==> src/common/bec_pkg.sv <==
`default_nettype none
package bec_pkg;
  // ------------------------------------------------------------
  // sequencer phases, as driven in by the mode sequencer
  // ------------------------------------------------------------
  typedef enum logic [2:0] {
    block_number_phase     = 3'b000,
    block_text_phase       = 3'b001,
    end_of_block_phase     = 3'b010,
    horizontal_check_phase = 3'b011,
    spiral_check_phase     = 3'b100,
    backup_phase           = 3'b101,
    delete_phase           = 3'b110,
    other_phase            = 3'b111
  } bec_phase_t;

  // ------------------------------------------------------------
  // register map (byte addresses)
  // ------------------------------------------------------------
  localparam int ADDR_W = 4;
  localparam int DATA_W = 32;
  localparam logic [3:0] OFS_CTRL = 4'h0; // write: bit 0 clears state
  localparam logic [3:0] OFS_HLOC = 4'h4; // local horizontal check value
  localparam logic [3:0] OFS_SLOC = 4'h8; // local spiral check value
  localparam logic [3:0] OFS_STAT = 4'hc; // read-only status
  localparam int CTRL_CLR_BIT = 0;
  localparam int STAT_ERR_BIT = 0;
  localparam int STAT_HMIS_BIT = 1;
  localparam int STAT_SMIS_BIT = 2;
  localparam int STAT_UNITS_LSB = 8;
  localparam int STAT_TENS_LSB = 12;
  localparam int STAT_HREG_LSB = 16;
  localparam int STAT_SREG_LSB = 24;

  // ------------------------------------------------------------
  // counter and reset values
  // ------------------------------------------------------------
  localparam logic [3:0] UNITS_LAST = 4'h9;   // units wrap after nine
  localparam logic [3:0] TENS_ARM = 4'h7;     // seventy
  localparam logic [3:0] TENS_FULL = 4'h8;    // eighty
  localparam logic [3:0] CNT_RST = 4'h0;
  localparam logic [7:0] CHK_RST = 8'h00;
  localparam logic ERR_RST = 1'b0;

  // ------------------------------------------------------------
  // timing
  // ------------------------------------------------------------
  localparam int CLK_MHZ = 50;
  localparam int BLK_PULSE_US = 10;
  localparam int BLK_PULSE_CYC_I = BLK_PULSE_US * CLK_MHZ;
  localparam logic [9:0] BLK_PULSE_CYC = 10'(BLK_PULSE_CYC_I);
endpackage
`default_nettype wire

==> src/design/bec_block_end_check.sv <==
// Functional notes
// - units wrap advances tens by one decade, up to eighty
// - tens holds between two units wraps
// - end gating armed at seventy, not backup
// - seventy to eighty gives ten microsecond pulse
// - block complete makes sequencer advance pulse
// - end phase advance without valid character errors
// - valid end character blocks advance error
// - error flag single bit, one means error
// - block number phase advance sets error
// - second delayed clock clears unless number high
// - check phase strobe gates eight data bits
// - horizontal phase ones set horizontal bits
// - horizontal zero bit routes delayed clock error
// - horizontal error only if number not low
// - horizontal phase keeps spiral register untouched
// - spiral phase loads second check character
// - spiral mismatch is OR of inverted bits
// - spiral mismatch with delayed clock sets error
// - incomplete block sets error flag
// - spiral advance goes number phase or backup
// - counter clears on text, delete, backup command
`timescale 1ns/1ps
`default_nettype none
module bec_block_end_check (
  input wire logic clk_sys,
  input wire logic resetn,
  // register port
  input wire logic [bec_pkg::ADDR_W-1:0] reg_addr,
  input wire logic [bec_pkg::DATA_W-1:0] reg_wdata,
  input wire logic reg_wr,
  input wire logic reg_rd,
  output logic [bec_pkg::DATA_W-1:0] reg_rdata_q,
  // sequencer and data path, same clock
  input wire bec_pkg::bec_phase_t phase,
  input wire logic char_pulse,
  input wire logic ext_adv,
  input wire logic eob_valid,
  input wire logic bn_high,
  input wire logic bn_low_seen,
  input wire logic dly_sample1,
  input wire logic dly_clk2,
  input wire logic [7:0] data_bits,
  input wire logic incomplete_blk,
  input wire logic backup_cmd,
  // results
  output logic seq_adv_q,
  output logic adv_backup_q,
  output logic blk_done_q,
  output logic err_flag_q
);
  import bec_pkg::*;

  // ------------------------------------------------------------
  // phase decode
  // ------------------------------------------------------------
  // one place for every phase compare in the logic; the assertions compare with == directly
  function automatic logic in_ph(input bec_phase_t p, input bec_phase_t w);
    in_ph = (p == w);
  endfunction

  bec_phase_t phase_q; // previous phase, for entry detection
  logic [3:0] units_q; // units ring
  logic [3:0] tens_q; // tens ring, in decades
  logic [7:0] hreg_q; // horizontal check register
  logic [7:0] sreg_q; // spiral check register
  logic [9:0] pulse_cnt_q; // stretches block complete
  logic sclr; // synchronous clear strobe from software
  logic units_wrap; // units at nine and stepping
  logic blk_cmp; // block complete strobe
  logic adv; // sequencer advance strobe
  logic cap; // capture strobe
  logic hmis; // horizontal mismatch
  logic smis; // spiral mismatch
  logic err_set; // common error-setting path
  logic err_clr; // error reset in block number phase
  logic cnt_clr; // counter clear
  logic [7:0] gated; // data let through by the strobe

  assign sclr = reg_wr && (reg_addr == OFS_CTRL) && reg_wdata[CTRL_CLR_BIT];

  // ------------------------------------------------------------
  // character counter
  // ------------------------------------------------------------
  // entering text or delete, or a backup command, restarts the count
  assign cnt_clr = sclr || backup_cmd ||
    (in_ph(phase, block_text_phase) && !in_ph(phase_q, block_text_phase)) ||
    (in_ph(phase, delete_phase) && !in_ph(phase_q, delete_phase));
  assign units_wrap = char_pulse && (units_q == UNITS_LAST);

  // phase history
  always_ff @(posedge clk_sys or negedge resetn) begin
    if (!resetn) begin
      phase_q <= block_number_phase;
    end else begin
      phase_q <= phase;
    end
  end

  // units ring, wraps from nine to zero
  always_ff @(posedge clk_sys or negedge resetn) begin
    if (!resetn) begin
      units_q <= CNT_RST;
    end else if (cnt_clr) begin
      units_q <= CNT_RST;
    end else if (units_wrap) begin
      units_q <= CNT_RST;
    end else if (char_pulse) begin
      units_q <= units_q + 4'h1;
    end
  end

  // tens ring: one decade per units wrap; stops at eighty so a
  // long count cannot fake a second block end
  always_ff @(posedge clk_sys or negedge resetn) begin
    if (!resetn) begin
      tens_q <= CNT_RST;
    end else if (cnt_clr) begin
      tens_q <= CNT_RST;
    end else if (units_wrap && tens_q != TENS_FULL) begin
      tens_q <= tens_q + 4'h1;
    end
    // otherwise hold
  end

  // ------------------------------------------------------------
  // block end
  // ------------------------------------------------------------
  // armed at seventy outside backup; fires on the step to eighty
  assign blk_cmp = units_wrap && (tens_q == TENS_ARM) &&
    !in_ph(phase, backup_phase) && !cnt_clr;
  assign adv = blk_cmp || ext_adv;

  // pulse stretcher for the visible block complete output
  always_ff @(posedge clk_sys or negedge resetn) begin
    if (!resetn) begin
      pulse_cnt_q <= 10'h000;
      blk_done_q <= 1'b0;
    end else if (blk_cmp) begin
      pulse_cnt_q <= BLK_PULSE_CYC - 10'h001;
      blk_done_q <= 1'b1;
    end else if (pulse_cnt_q != 10'h000) begin
      pulse_cnt_q <= pulse_cnt_q - 10'h001;
    end else begin
      blk_done_q <= 1'b0;
    end
  end

  // advance strobe out; in spiral phase it also says where to go
  always_ff @(posedge clk_sys or negedge resetn) begin
    if (!resetn) begin
      seq_adv_q <= 1'b0;
      adv_backup_q <= 1'b0;
    end else begin
      seq_adv_q <= adv;
      // follows the flag's next value, so a same-cycle soft clear counts
      adv_backup_q <= adv && in_ph(phase, spiral_check_phase) &&
        (err_set || (err_flag_q && !sclr));
    end
  end

  // ------------------------------------------------------------
  // check registers
  // ------------------------------------------------------------
  assign cap = dly_sample1 && (in_ph(phase, horizontal_check_phase) ||
    in_ph(phase, spiral_check_phase));

  // eight inhibit gates, open only during the strobe
  genvar gi;
  generate
    for (gi = 0; gi < 8; gi++) begin : g_gate
      assign gated[gi] = data_bits[gi] && cap;
    end
  endgenerate

  // horizontal register: software loads the local value, ones set
  always_ff @(posedge clk_sys or negedge resetn) begin
    if (!resetn) begin
      hreg_q <= CHK_RST;
    end else if (sclr) begin
      hreg_q <= CHK_RST;
    end else if (reg_wr && reg_addr == OFS_HLOC) begin
      hreg_q <= reg_wdata[7:0];
    end else if (in_ph(phase, horizontal_check_phase)) begin
      hreg_q <= hreg_q | gated;
    end
  end

  // spiral register: untouched in horizontal phase so the local
  // value survives until the second check character arrives
  always_ff @(posedge clk_sys or negedge resetn) begin
    if (!resetn) begin
      sreg_q <= CHK_RST;
    end else if (sclr) begin
      sreg_q <= CHK_RST;
    end else if (reg_wr && reg_addr == OFS_SLOC) begin
      sreg_q <= reg_wdata[7:0];
    end else if (in_ph(phase, spiral_check_phase)) begin
      sreg_q <= sreg_q | gated;
    end
  end

  assign hmis = |(~hreg_q);
  assign smis = |(~sreg_q);

  // ------------------------------------------------------------
  // error flag
  // ------------------------------------------------------------
  assign err_set =
    (adv && in_ph(phase, end_of_block_phase) && !eob_valid) ||
    (adv && in_ph(phase, block_number_phase)) ||
    (dly_clk2 && in_ph(phase, horizontal_check_phase) && hmis &&
      !bn_low_seen) ||
    (dly_clk2 && in_ph(phase, spiral_check_phase) && smis) ||
    incomplete_blk;
  assign err_clr = dly_clk2 && in_ph(phase, block_number_phase) &&
    !bn_high;

  // set beats clear, so no event is lost in a clearing cycle
  always_ff @(posedge clk_sys or negedge resetn) begin
    if (!resetn) begin
      err_flag_q <= ERR_RST;
    end else if (err_set) begin
      err_flag_q <= 1'b1;
    end else if (sclr || err_clr) begin
      err_flag_q <= 1'b0;
    end
  end

  // ------------------------------------------------------------
  // register read
  // ------------------------------------------------------------
  // data valid only in the cycle after the strobe; unmapped reads 0
  always_ff @(posedge clk_sys or negedge resetn) begin
    if (!resetn) begin
      reg_rdata_q <= '0;
    end else if (reg_rd) begin
      reg_rdata_q <= '0;
      unique case (reg_addr)
        OFS_HLOC: reg_rdata_q[7:0] <= hreg_q;
        OFS_SLOC: reg_rdata_q[7:0] <= sreg_q;
        OFS_STAT: begin
          reg_rdata_q[STAT_ERR_BIT] <= err_flag_q;
          reg_rdata_q[STAT_HMIS_BIT] <= hmis;
          reg_rdata_q[STAT_SMIS_BIT] <= smis;
          reg_rdata_q[STAT_UNITS_LSB+:4] <= units_q;
          reg_rdata_q[STAT_TENS_LSB+:4] <= tens_q;
          reg_rdata_q[STAT_HREG_LSB+:8] <= hreg_q;
          reg_rdata_q[STAT_SREG_LSB+:8] <= sreg_q;
        end
        default: reg_rdata_q <= '0;
      endcase
    end else begin
      reg_rdata_q <= '0;
    end
  end

  // ------------------------------------------------------------
  // assertions
  // ------------------------------------------------------------
  // helper: cycles blk_done_q has stood since its last start; a
  // retrigger restarts it, just as it restarts the stretcher
  logic [9:0] done_run_q;
  always_ff @(posedge clk_sys or negedge resetn) begin
    if (!resetn) begin
      done_run_q <= 10'h000;
    end else if (blk_cmp) begin
      done_run_q <= 10'h000;
    end else if (blk_done_q) begin
      done_run_q <= done_run_q + 10'h001;
    end else begin
      done_run_q <= 10'h000;
    end
  end

  // counter: one decade per units wrap, nothing in between
  tens_step_a: assert property (
    @(posedge clk_sys) disable iff (!resetn)
    units_wrap && !cnt_clr && tens_q < TENS_FULL
    |=> tens_q == $past(tens_q) + 4'h1)
    else $error("tens did not step on units wrap");
  tens_hold_a: assert property (
    @(posedge clk_sys) disable iff (!resetn)
    !units_wrap && !cnt_clr |=> $stable(tens_q))
    else $error("tens moved without units wrap");
  count_clear_a: assert property (
    @(posedge clk_sys) disable iff (!resetn)
    backup_cmd || sclr |=> units_q == CNT_RST && tens_q == CNT_RST)
    else $error("counter not cleared");

  // block end: armed at seventy only; the short repetition catches
  // a stuck stretcher early, the helper count checks the full width
  block_arm_a: assert property (
    @(posedge clk_sys) disable iff (!resetn)
    blk_cmp |-> tens_q == TENS_ARM && phase != backup_phase)
    else $error("block complete outside seventy");
  block_pulse_a: assert property (
    @(posedge clk_sys) disable iff (!resetn)
    blk_cmp |=> blk_done_q [*8])
    else $error("block complete pulse too short");
  pulse_len_a: assert property (
    @(posedge clk_sys) disable iff (!resetn)
    $fell(blk_done_q) |-> done_run_q == BLK_PULSE_CYC)
    else $error("block complete pulse width wrong");
  adv_out_a: assert property (
    @(posedge clk_sys) disable iff (!resetn)
    blk_cmp |=> seq_adv_q)
    else $error("no advance after block complete");
  spiral_adv_a: assert property (
    @(posedge clk_sys) disable iff (!resetn)
    adv && phase == spiral_check_phase |=> adv_backup_q == err_flag_q)
    else $error("spiral advance target wrong");

  // check registers: strobe gating and per-phase loading
  cap_block_a: assert property (
    @(posedge clk_sys) disable iff (!resetn)
    !cap && !reg_wr |=> $stable(hreg_q) && $stable(sreg_q))
    else $error("check register changed without strobe");
  horiz_set_a: assert property (
    @(posedge clk_sys) disable iff (!resetn)
    cap && phase == horizontal_check_phase && !reg_wr
    |=> (hreg_q & $past(data_bits)) == $past(data_bits))
    else $error("horizontal bit not set by data");
  spiral_keep_a: assert property (
    @(posedge clk_sys) disable iff (!resetn)
    phase == horizontal_check_phase && !reg_wr |=> $stable(sreg_q))
    else $error("spiral register disturbed");
  spiral_set_a: assert property (
    @(posedge clk_sys) disable iff (!resetn)
    cap && phase == spiral_check_phase && !reg_wr
    |=> (sreg_q & $past(data_bits)) == $past(data_bits))
    else $error("spiral bit not set by data");

  // error flag: every setting source, the clears, and the blocks;
  // set beats clear, so these hold even when both fall together
  eob_error_a: assert property (
    @(posedge clk_sys) disable iff (!resetn)
    adv && phase == end_of_block_phase && !eob_valid |=> err_flag_q)
    else $error("missing end character not recorded");
  eob_good_a: assert property (
    @(posedge clk_sys) disable iff (!resetn)
    phase == end_of_block_phase && eob_valid && !incomplete_blk && !sclr
    |=> err_flag_q == $past(err_flag_q))
    else $error("valid end character changed flag");
  bn_set_a: assert property (
    @(posedge clk_sys) disable iff (!resetn)
    adv && phase == block_number_phase |=> err_flag_q)
    else $error("number phase advance did not set flag");
  bn_clear_a: assert property (
    @(posedge clk_sys) disable iff (!resetn)
    err_clr && !err_set |=> !err_flag_q)
    else $error("flag not cleared by delayed clock");
  horiz_err_a: assert property (
    @(posedge clk_sys) disable iff (!resetn)
    dly_clk2 && phase == horizontal_check_phase && hmis && !bn_low_seen
    |=> err_flag_q)
    else $error("horizontal mismatch not recorded");
  horiz_low_a: assert property (
    @(posedge clk_sys) disable iff (!resetn)
    phase == horizontal_check_phase && bn_low_seen && !incomplete_blk &&
    !sclr |=> $stable(err_flag_q))
    else $error("horizontal error set after number low");
  spiral_err_a: assert property (
    @(posedge clk_sys) disable iff (!resetn)
    dly_clk2 && phase == spiral_check_phase && (sreg_q != 8'hff)
    |=> err_flag_q)
    else $error("spiral mismatch not recorded");
  incomplete_a: assert property (
    @(posedge clk_sys) disable iff (!resetn)
    incomplete_blk |=> err_flag_q)
    else $error("short block not recorded");
  soft_clear_a: assert property (
    @(posedge clk_sys) disable iff (!resetn)
    sclr && !err_set |=> !err_flag_q && hreg_q == CHK_RST)
    else $error("soft clear ineffective");
endmodule
`default_nettype wire

==> config.mk <==
export PLATFORM = sky130hd
export DESIGN_NAME = bec_block_end_check
export DESIGN_NICKNAME = d
export VERILOG_FILES = /design/src/common/bec_pkg.sv /design/src/design/bec_block_end_check.sv
export SDC_FILE = /design/constraint.sdc
export NUM_CORES = 1
export LEC_CHECK = 0
export ABC_AREA = 1
export ABC_CLOCK_PERIOD_IN_PS = 1600
export BUFFER_PORTS_ARGS = -buffer_cell sky130_fd_sc_hd__buf_2
export CAP_MARGIN = 10
export CORE_UTILIZATION = 47
export DETAILED_ROUTE_END_ITERATION = 7
export PLACE_DENSITY = 0.76
export SYNTH_ARGS = -nofsm -noshare
export SYNTH_HDL_FRONTEND = slang
export SYNTH_SLANG_ARGS = --single-unit
==> constraint.sdc <==
create_clock -name clk_sys -period 1.6 [get_ports clk_sys]
set_clock_uncertainty 0.05 [all_clocks]
set_input_delay 0.08 -clock clk_sys [delete_from_list [all_inputs] [get_ports clk_sys]]
set_output_delay 0.08 -clock clk_sys [all_outputs]
set_load 0.1 [all_outputs]
==> insert_results.sql, run 1 <==
INSERT INTO impl_metrics (metric_group, metric, value, unit) VALUES
('status', 'run_status', 'finished clean', ''),
('die', 'placeableCoreArea', '6790', 'um^2'),
('die', 'core.rowCount', '30', ''),
('cells_and_area', 'drive_gt1_share', '29.9', '%'),
('global_route', 'globalRouteOverflowTotal', '0', ''),
('critical_path', 'critPathCaptureType', 'register', ''),
('global_route', 'pin_count_of_the_biggest_net_entering_global_routing', '74', ''),
('clock_tree', 'number_of_cts_inserted_buffers', '9', ''),
('drt', 'wl_per_cell', '13.2', 'um'),
('critical_path', 'regToRegSetupSlack', '0.04', 'ns'),
('placement', 'placed_cells', '570', ''),
('critical_path', 'worstRegToRegCells', '8', ''),
('critical_path', 'critical_path_buffers_and_inverters', '2', ''),
('logic_synthesis', 'synth_enable_flop_cells', '0', ''),
('timing', 'slew-limit-headroom', '67.5', '%'),
('timing', 'finalSetupViolations', '0', ''),
('placement', 'place.gp.congestion', '0.906', ''),
('placement', 'detailedPlacementHpwl', '5270', 'um'),
('logic_synthesis', 'gate_count_after_technology_mapping', '389', ''),
('global_route', 'first_global_vias', '2774', ''),
('timing', 'achievable-frequency', '0.640', 'GHz'),
('clock_tree', 'clock_sink_count', '73', ''),
('die', 'vertical_die_dimension', '85.9', 'um'),
('clock_tree', 'tritoncts', 'built', ''),
('global_route', 'groute.usage.overall', '22.2', '%'),
('clock_tree', 'cts-root-to-sink-buffers', '2', ''),
('drt', 'detailroute.via_count', '2993', ''),
('timing', 'max_slew.worst_pin.slew', '0.491', 'ns'),
('logic_synthesis', 'ys.flop_type', 'sky130_fd_sc_hd__dfrtp_1', ''),
('cells_and_area', 'mostFrequentLayoutCells', 'sky130_fd_sc_hd__dfrtp_1 (73), sky130_fd_sc_hd__buf_2 (71), sky130_fd_sc_hd__nand2_1 (68)', ''),
('critical_path', 'timing.rr.end', 'pulse_cnt_q[1]', ''),
('cells_and_area', 'layout.cells.most_common', 'sky130_fd_sc_hd__dfrtp_1', ''),
('critical_path', 'crit_path_max_cell_delay', '0.40', 'ns'),
('drt', 'post-route-drc-count', '0', ''),
('critical_path', 'critPathLaunchType', 'register', ''),
('clock_tree', 'ctsRootBufferMaster', 'sky130_fd_sc_hd__clkbuf_8', ''),
('power_and_ir_drop', 'static-leakage-power', '2.35', 'nW'),
('critical_path', 'critPathSlowestCell', 'sky130_fd_sc_hd__dfrtp_1', ''),
('cells_and_area', 'antenna_cells_inserted', '0', ''),
('drt', 'drtPass1Iterations', '5', ''),
('global_route', 'global_route_wire_length_before_repair', '12400', 'um'),
('placement', 'number_of_port_buffers', '71', ''),
('drt', 'initialDrtViolationCount', '175', ''),
('logic_synthesis', 'syn-cell-area', '3310', 'um^2'),
('min_path', 'min_path_type', 'in2reg', ''),
('drt', 'antenna_left', '0', ''),
('timing', 'report.final.hold_viol_count', '0', ''),
('die', 'dieArea', '7380', 'um^2'),
('critical_path', 'worstPathArrival', '1.76', 'ns'),
('logic_synthesis', 'synth_warnings', '0', ''),
('clock_tree', 'depth_of_the_cts_h_tree', '3', ''),
('critical_path', 'path_common_cell', 'sky130_fd_sc_hd__inv_2', ''),
('critical_path', 'path_delay_family', 'simple AND/OR/NAND/NOR gates', ''),
('critical_path', 'crit_required', '1.80', 'ns'),
('logic_synthesis', 'synth_nets', '454', ''),
('critical_path', 'timing.rr.start', 'pulse_cnt_q[0]', ''),
('die', 'ioPinCount', '96', ''),
('critical_path', 'critical_path_peak_fanout', '3', ''),
('timing', 'finalWorstPathRequiredPeriod', '1.56', 'ns'),
('cells_and_area', 'area_growth_syn_to_layout', '33.4', '%'),
('cells_and_area', 'filler_cell_count', '570', ''),
('critical_path', 'cp_cell_sequence', 'inv_2, ha_4, nand2_2, inv_2, nand4_1, nor2_1, nand3_1, o21a_1', ''),
('timing', 'holdWs', '0.00781', 'ns'),
('timing', 'final_min_period_over_clock_period', '97.7', '%'),
('die', 'start_util', '48.7', '%'),
('min_path', 'min_to', 'sreg_q[5]', ''),
('cells_and_area', 'post-route-util', '64.9', '%'),
('cells_and_area', 'finalInstanceArea', '4410', 'um^2'),
('die', 'die_outline_width', '85.9', 'um'),
('timing', 'timing.final.max_slew_violations', '0', ''),
('critical_path', 'setup.worst_path.class', 'reg2reg', '');
==> synthesized netlist by cell type (4+ instances only) <==
cell type,count,area [um^2]
sky130_fd_sc_hd__nor2_1,57,214
sky130_fd_sc_hd__xor2_1,4,35.0
sky130_fd_sc_hd__nand3_1,20,100
sky130_fd_sc_hd__nand2_2,4,25.0
sky130_fd_sc_hd__ha_1,5,62.6
sky130_fd_sc_hd__nand2_1,75,282
sky130_fd_sc_hd__dfrtp_1,73,1830
sky130_fd_sc_hd__inv_1,65,244
sky130_fd_sc_hd__o21ai_0,23,115
sky130_fd_sc_hd__nand4_1,4,25.0
sky130_fd_sc_hd__a21oi_1,11,55.1
sky130_fd_sc_hd__a31oi_1,17,106
==> worst min-delay path, stage by stage <==
cell,delay (ns)
sky130_fd_sc_hd__buf_2,0.10
sky130_fd_sc_hd__o21ai_0,0.15
sky130_fd_sc_hd__a31oi_1,0.04
==> per-layer routing <==
layer	track usage [%]	share of wire, %
met5	0	0
met4	10.3	2.4
met3	3.85	5.7
met2	37.7	49
met1	27.8	43
==> what timing repair did <==
action | in CTS | in global routing
cloned | 1 | 0
hold buffers | 11 | 0
setup buffers | 3 | 4
resized for setup | 3 | 30
pin swaps | 4 | 8
hold endpoints to repair | 83 | 0
setup endpoints to repair | 7 | 35
==> layout make-up <==
type	instances	area, um^2	area share, %
multi-input cells	245	1320	29.8
repair buffers	109	681	15.4
flip-flops and latches	73	1830	41.4
inverters	66	248	5.62
clock inverters	7	95.1	2.16
clock buffers	9	124	2.81
well taps	96	120	2.72
==> sequential cells by signal (all words and copies together), names as in the netlist <==
register and cells:
seq_adv_q 1, hreg_q 8, blk_done_q 1, reg_rdata_q 32, adv_backup_q 1, phase_q 3
units_q 4, err_flag_q 1, pulse_cnt_q 10, sreg_q 8, tens_q 4
==> per-stage QoR <==
step	power (W)	worst slack (ns)
detailed placement	0.00267	-0.0718
global placement	0.00266	-0.0213
global route	0.00446	-0.0651
finish	0.00426	0.0364
CTS	0.00426	0.00707
floorplan	0.00245	0.0822
==> how the worst max path moves through the flow <==
stage / from / end / depth (start not counted)
after global placement: units_q[1] / adv_backup_q / 12
after detailed placement: units_q[1] / pulse_cnt_q[6] / 10
after CTS: phase_q[0] / units_q[1] / 7
final: pulse_cnt_q[0] / pulse_cnt_q[1] / 8
after floorplan: units_q[1] / adv_backup_q / 11
after global routing: pulse_cnt_q[0] / pulse_cnt_q[1] / 8
==> kinds of logic (layout without fill, tap and decap cells) <==
family | after synthesis | after routing | share of synthesized area [%]
buf+inv | 72 | 191 | 8.47
simple gates | 171 | 172 | 21.9
fa+ha+maj | 5 | 5 | 1.89
compound gates | 62 | 62 | 10.7
flops | 73 | 73 | 55.2
mux | 2 | 2 | 0.643
xor+xnor | 4 | 4 | 1.06
==> power by group <==
group	total, W	switching [W]	internal (W)
Clock	0.00157	0.000698	0.000876
Sequential	0.00206	0.0000863	0.00197
Combinational	0.000631	0.000438	0.000193
Total	0.00426	0.00122	0.00304
Power figures use the tool's default switching activity.
==> run 2, diff against run 1 <==
--- a/config.mk
+++ b/config.mk
@@ -11,7 +11,7 @@
 export CAP_MARGIN = 10
 export CORE_UTILIZATION = 47
 export DETAILED_ROUTE_END_ITERATION = 7
-export PLACE_DENSITY = 0.76
+export PLACE_DENSITY = 0.79
 export SYNTH_ARGS = -nofsm -noshare
 export SYNTH_HDL_FRONTEND = slang
 export SYNTH_SLANG_ARGS = --single-unit
==> insert_results.sql, run 2 (same netlist as run 1, synthesis figures left out) <==
INSERT INTO impl_metrics (metric_group, metric, value, unit) VALUES
('die', 'start_util', '48.7', '%'),
('placement', 'place.gp.congestion', '0.890', ''),
('min_path', 'min_path_type', 'in2reg', ''),
('drt', 'detail_route.wirelength', '7850', 'um'),
('drt', 'antenna_left', '0', ''),
('cells_and_area', 'filler_cell_count', '531', ''),
('power_and_ir_drop', 'netSwitchingFraction', '29.0', '%'),
('global_route', 'groute.usage.overall', '22.2', '%'),
('placement', 'number_of_port_buffers', '71', ''),
('cells_and_area', 'area.sequential', '1830', 'um^2'),
('drt', 'detailroute.via_count', '3010', ''),
('timing', 'setup_total_negative_slack', '0', 'ns'),
('critical_path', 'worstRegToRegCells', '9', ''),
('power_and_ir_drop', 'combPwrFrac', '14.6', '%'),
('die', 'dieArea', '7380', 'um^2'),
('power_and_ir_drop', 'p_per_area', '980', 'nW/um^2'),
('die', 'vertical_die_dimension', '85.9', 'um'),
('timing', 'max_slew.worst_pin.slew', '0.490', 'ns'),
('global_route', 'first_global_vias', '2778', ''),
('critical_path', 'critical_path_peak_fanout', '5', ''),
('global_route', 'global_route_wire_length_before_repair', '12500', 'um'),
('cells_and_area', 'top_regs', 'reg_rdata_q: 32 flops, pulse_cnt_q: 10 flops', ''),
('timing', 'worst_slack', '0.0363', 'ns'),
('clock_tree', 'clock_sink_count', '73', ''),
('timing', 'timing.final.max_slew_violations', '0', ''),
('critical_path', 'worstPathArrival', '1.76', 'ns'),
('global_route', 'globalRouteOverflowTotal', '0', ''),
('timing', 'report.final.hold_viol_count', '0', ''),
('die', 'placeableCoreArea', '6790', 'um^2'),
('placement', 'dpl_worst_slack', '-0.131', 'ns'),
('cells_and_area', 'mostFrequentLayoutCells', 'sky130_fd_sc_hd__dfrtp_1 (73), sky130_fd_sc_hd__nand2_1 (71), sky130_fd_sc_hd__buf_2 (71)', ''),
('drt', 'post-route-drc-count', '0', ''),
('cells_and_area', 'layout.cells.non_filler', '604', ''),
('min_path', 'holdPathStages', '5', ''),
('clock_tree', 'cts-root-to-sink-buffers', '2', ''),
('power_and_ir_drop', 'total_switching_power', '0.00125', 'W'),
('die', 'core.rowCount', '30', ''),
('status', 'run_status', 'finished clean', ''),
('timing', 'achievable-frequency', '0.640', 'GHz'),
('critical_path', 'critPathCaptureType', 'register', ''),
('drt', 'detail_route.vias_per_cell', '4.98', ''),
('global_route', 'grt_antenna_before_repair', '0', ''),
('clock_tree', 'worst_skew_pair.late_latency', '0.36', 'ns'),
('power_and_ir_drop', 'power_frac_clock', '37.7', '%'),
('placement', 'placed_cells', '569', ''),
('die', 'ioPinCount', '96', ''),
('timing', 'final_min_period_over_clock_period', '97.7', '%'),
('flow_run', 'drv.max_cap_violation_count', '0', ''),
('die', 'die_outline_width', '85.9', 'um'),
('cells_and_area', 'antenna_cells_inserted', '0', ''),
('cells_and_area', 'area_growth_syn_to_layout', '33.0', '%'),
('drt', 'drtPass1Iterations', '4', ''),
('cells_and_area', 'drive_gt1_share', '30.3', '%'),
('critical_path', 'critPathLaunchType', 'primary input', ''),
('cells_and_area', 'largest_register_ffs', '32', ''),
('timing', 'finalWorstPathRequiredPeriod', '1.56', 'ns'),
('power_and_ir_drop', 'ir_worst_vdd', '0.000434', 'V'),
('power_and_ir_drop', 'static-leakage-power', '2.37', 'nW'),
('timing', 'finalSetupViolations', '0', ''),
('clock_tree', 'number_of_cts_inserted_buffers', '9', ''),
('power_and_ir_drop', 'seqPwrFrac', '47.8', '%'),
('placement', 'detailedPlacementHpwl', '5440', 'um'),
('cells_and_area', 'max_flop_register', 'reg_rdata_q', ''),
('cells_and_area', 'multi_input_comb_area', '1300', 'um^2'),
('critical_path', 'setup.worst_path.class', 'in2reg', ''),
('cells_and_area', 'final_net_count', '568', ''),
('global_route', 'pin_count_of_the_biggest_net_entering_global_routing', '74', ''),
('clock_tree', 'ctsRootBufferMaster', 'sky130_fd_sc_hd__clkbuf_8', ''),
('cells_and_area', 'layout.cells.most_common', 'sky130_fd_sc_hd__dfrtp_1', ''),
('drt', 'initialDrtViolationCount', '162', ''),
('clock_tree', 'path_clk_slew', '0.09', 'ns'),
('clock_tree', 'depth_of_the_cts_h_tree', '3', ''),
('drt', 'wl_per_cell', '13.0', 'um'),
('timing', 'rsz0062_at_grt', 'true', ''),
('critical_path', 'crit_required', '1.80', 'ns'),
('power_and_ir_drop', 'power_report.internal_total', '0.00306', 'W'),
('clock_tree', 'tritoncts', 'built', ''),
('timing', 'slew-limit-headroom', '67.6', '%');
run 2: final timing paths:
kind,startpoint,endpoint,slack [ns]
max in group asynchronous,resetn,pulse_cnt_q[7],0.98
min in group asynchronous,resetn,reg_rdata_q[31],0.23
worst min register to register,pulse_cnt_q[0],pulse_cnt_q[0],0.48
worst max-delay path,phase[0],pulse_cnt_q[1],0.04
worst min-delay path,data_bits[5],hreg_q[5],0.01
worst max register to register,pulse_cnt_q[0],pulse_cnt_q[7],0.04
run 2: through the flow:
step                hold WS, ns  instance area (um^2)  util [%]  total power, W
detailed placement       0.0824                  3910      57.5         0.00267
CTS                   0.0000247                  4280      63.1         0.00430
finish                   0.0106                  4400      64.8         0.00431
global placement         0.0829                  3910      57.5         0.00265
floorplan                -0.266                  3310         -         0.00245
global route             0.0198                  4400      64.8         0.00449
run 2: layout make-up:
cell class | instances | share of cell area (%)
Sequential cell | 73 | 41.5
Multi-Input combinational cell | 244 | 29.5
Timing Repair Buffer | 109 | 15.5
Inverter | 66 | 5.63
Clock buffer | 9 | 2.82
Tap cell | 96 | 2.73
Clock inverter | 7 | 2.30
run 2: power by group through the flow:
stage	sequential (W)	clock [W]	combinational, W
after floorplan	0.00220	0	0.000244
after global routing	0.00207	0.00172	0.000696
after global placement	0.00208	0	0.000565
after detailed placement	0.00209	0	0.000578
final	0.00206	0.00162	0.000628
after CTS	0.00206	0.00164	0.000606
run 2: what timing repair did:
action | in CTS | in global routing
resized for setup | 10 | 25
setup buffers | 4 | 5
hold endpoints to repair | 83 | 0
setup endpoints to repair | 12 | 35
pin swaps | 1 | 7
hold buffers | 10 | 0
run 2: per-layer routing:
metal	vias up	wire, um	track usage (%)
met3	15	391	5.10
li1	1472	-	-
met4	0	148	8.94
met2	103	3930	36.8
met1	1420	3390	28.3
met5	-	0	0
run 2: critical path, cell delays in order:
cell and delay [ns]:
sky130_fd_sc_hd__dlygate4sd3_1 0.52, sky130_fd_sc_hd__buf_2 0.15, sky130_fd_sc_hd__inv_2 0.07, sky130_fd_sc_hd__nor3_1 0.35, sky130_fd_sc_hd__nor2_4 0.09, sky130_fd_sc_hd__nand3_4 0.13
sky130_fd_sc_hd__buf_4 0.13, sky130_fd_sc_hd__nand3_1 0.08, sky130_fd_sc_hd__o21a_1 0.17
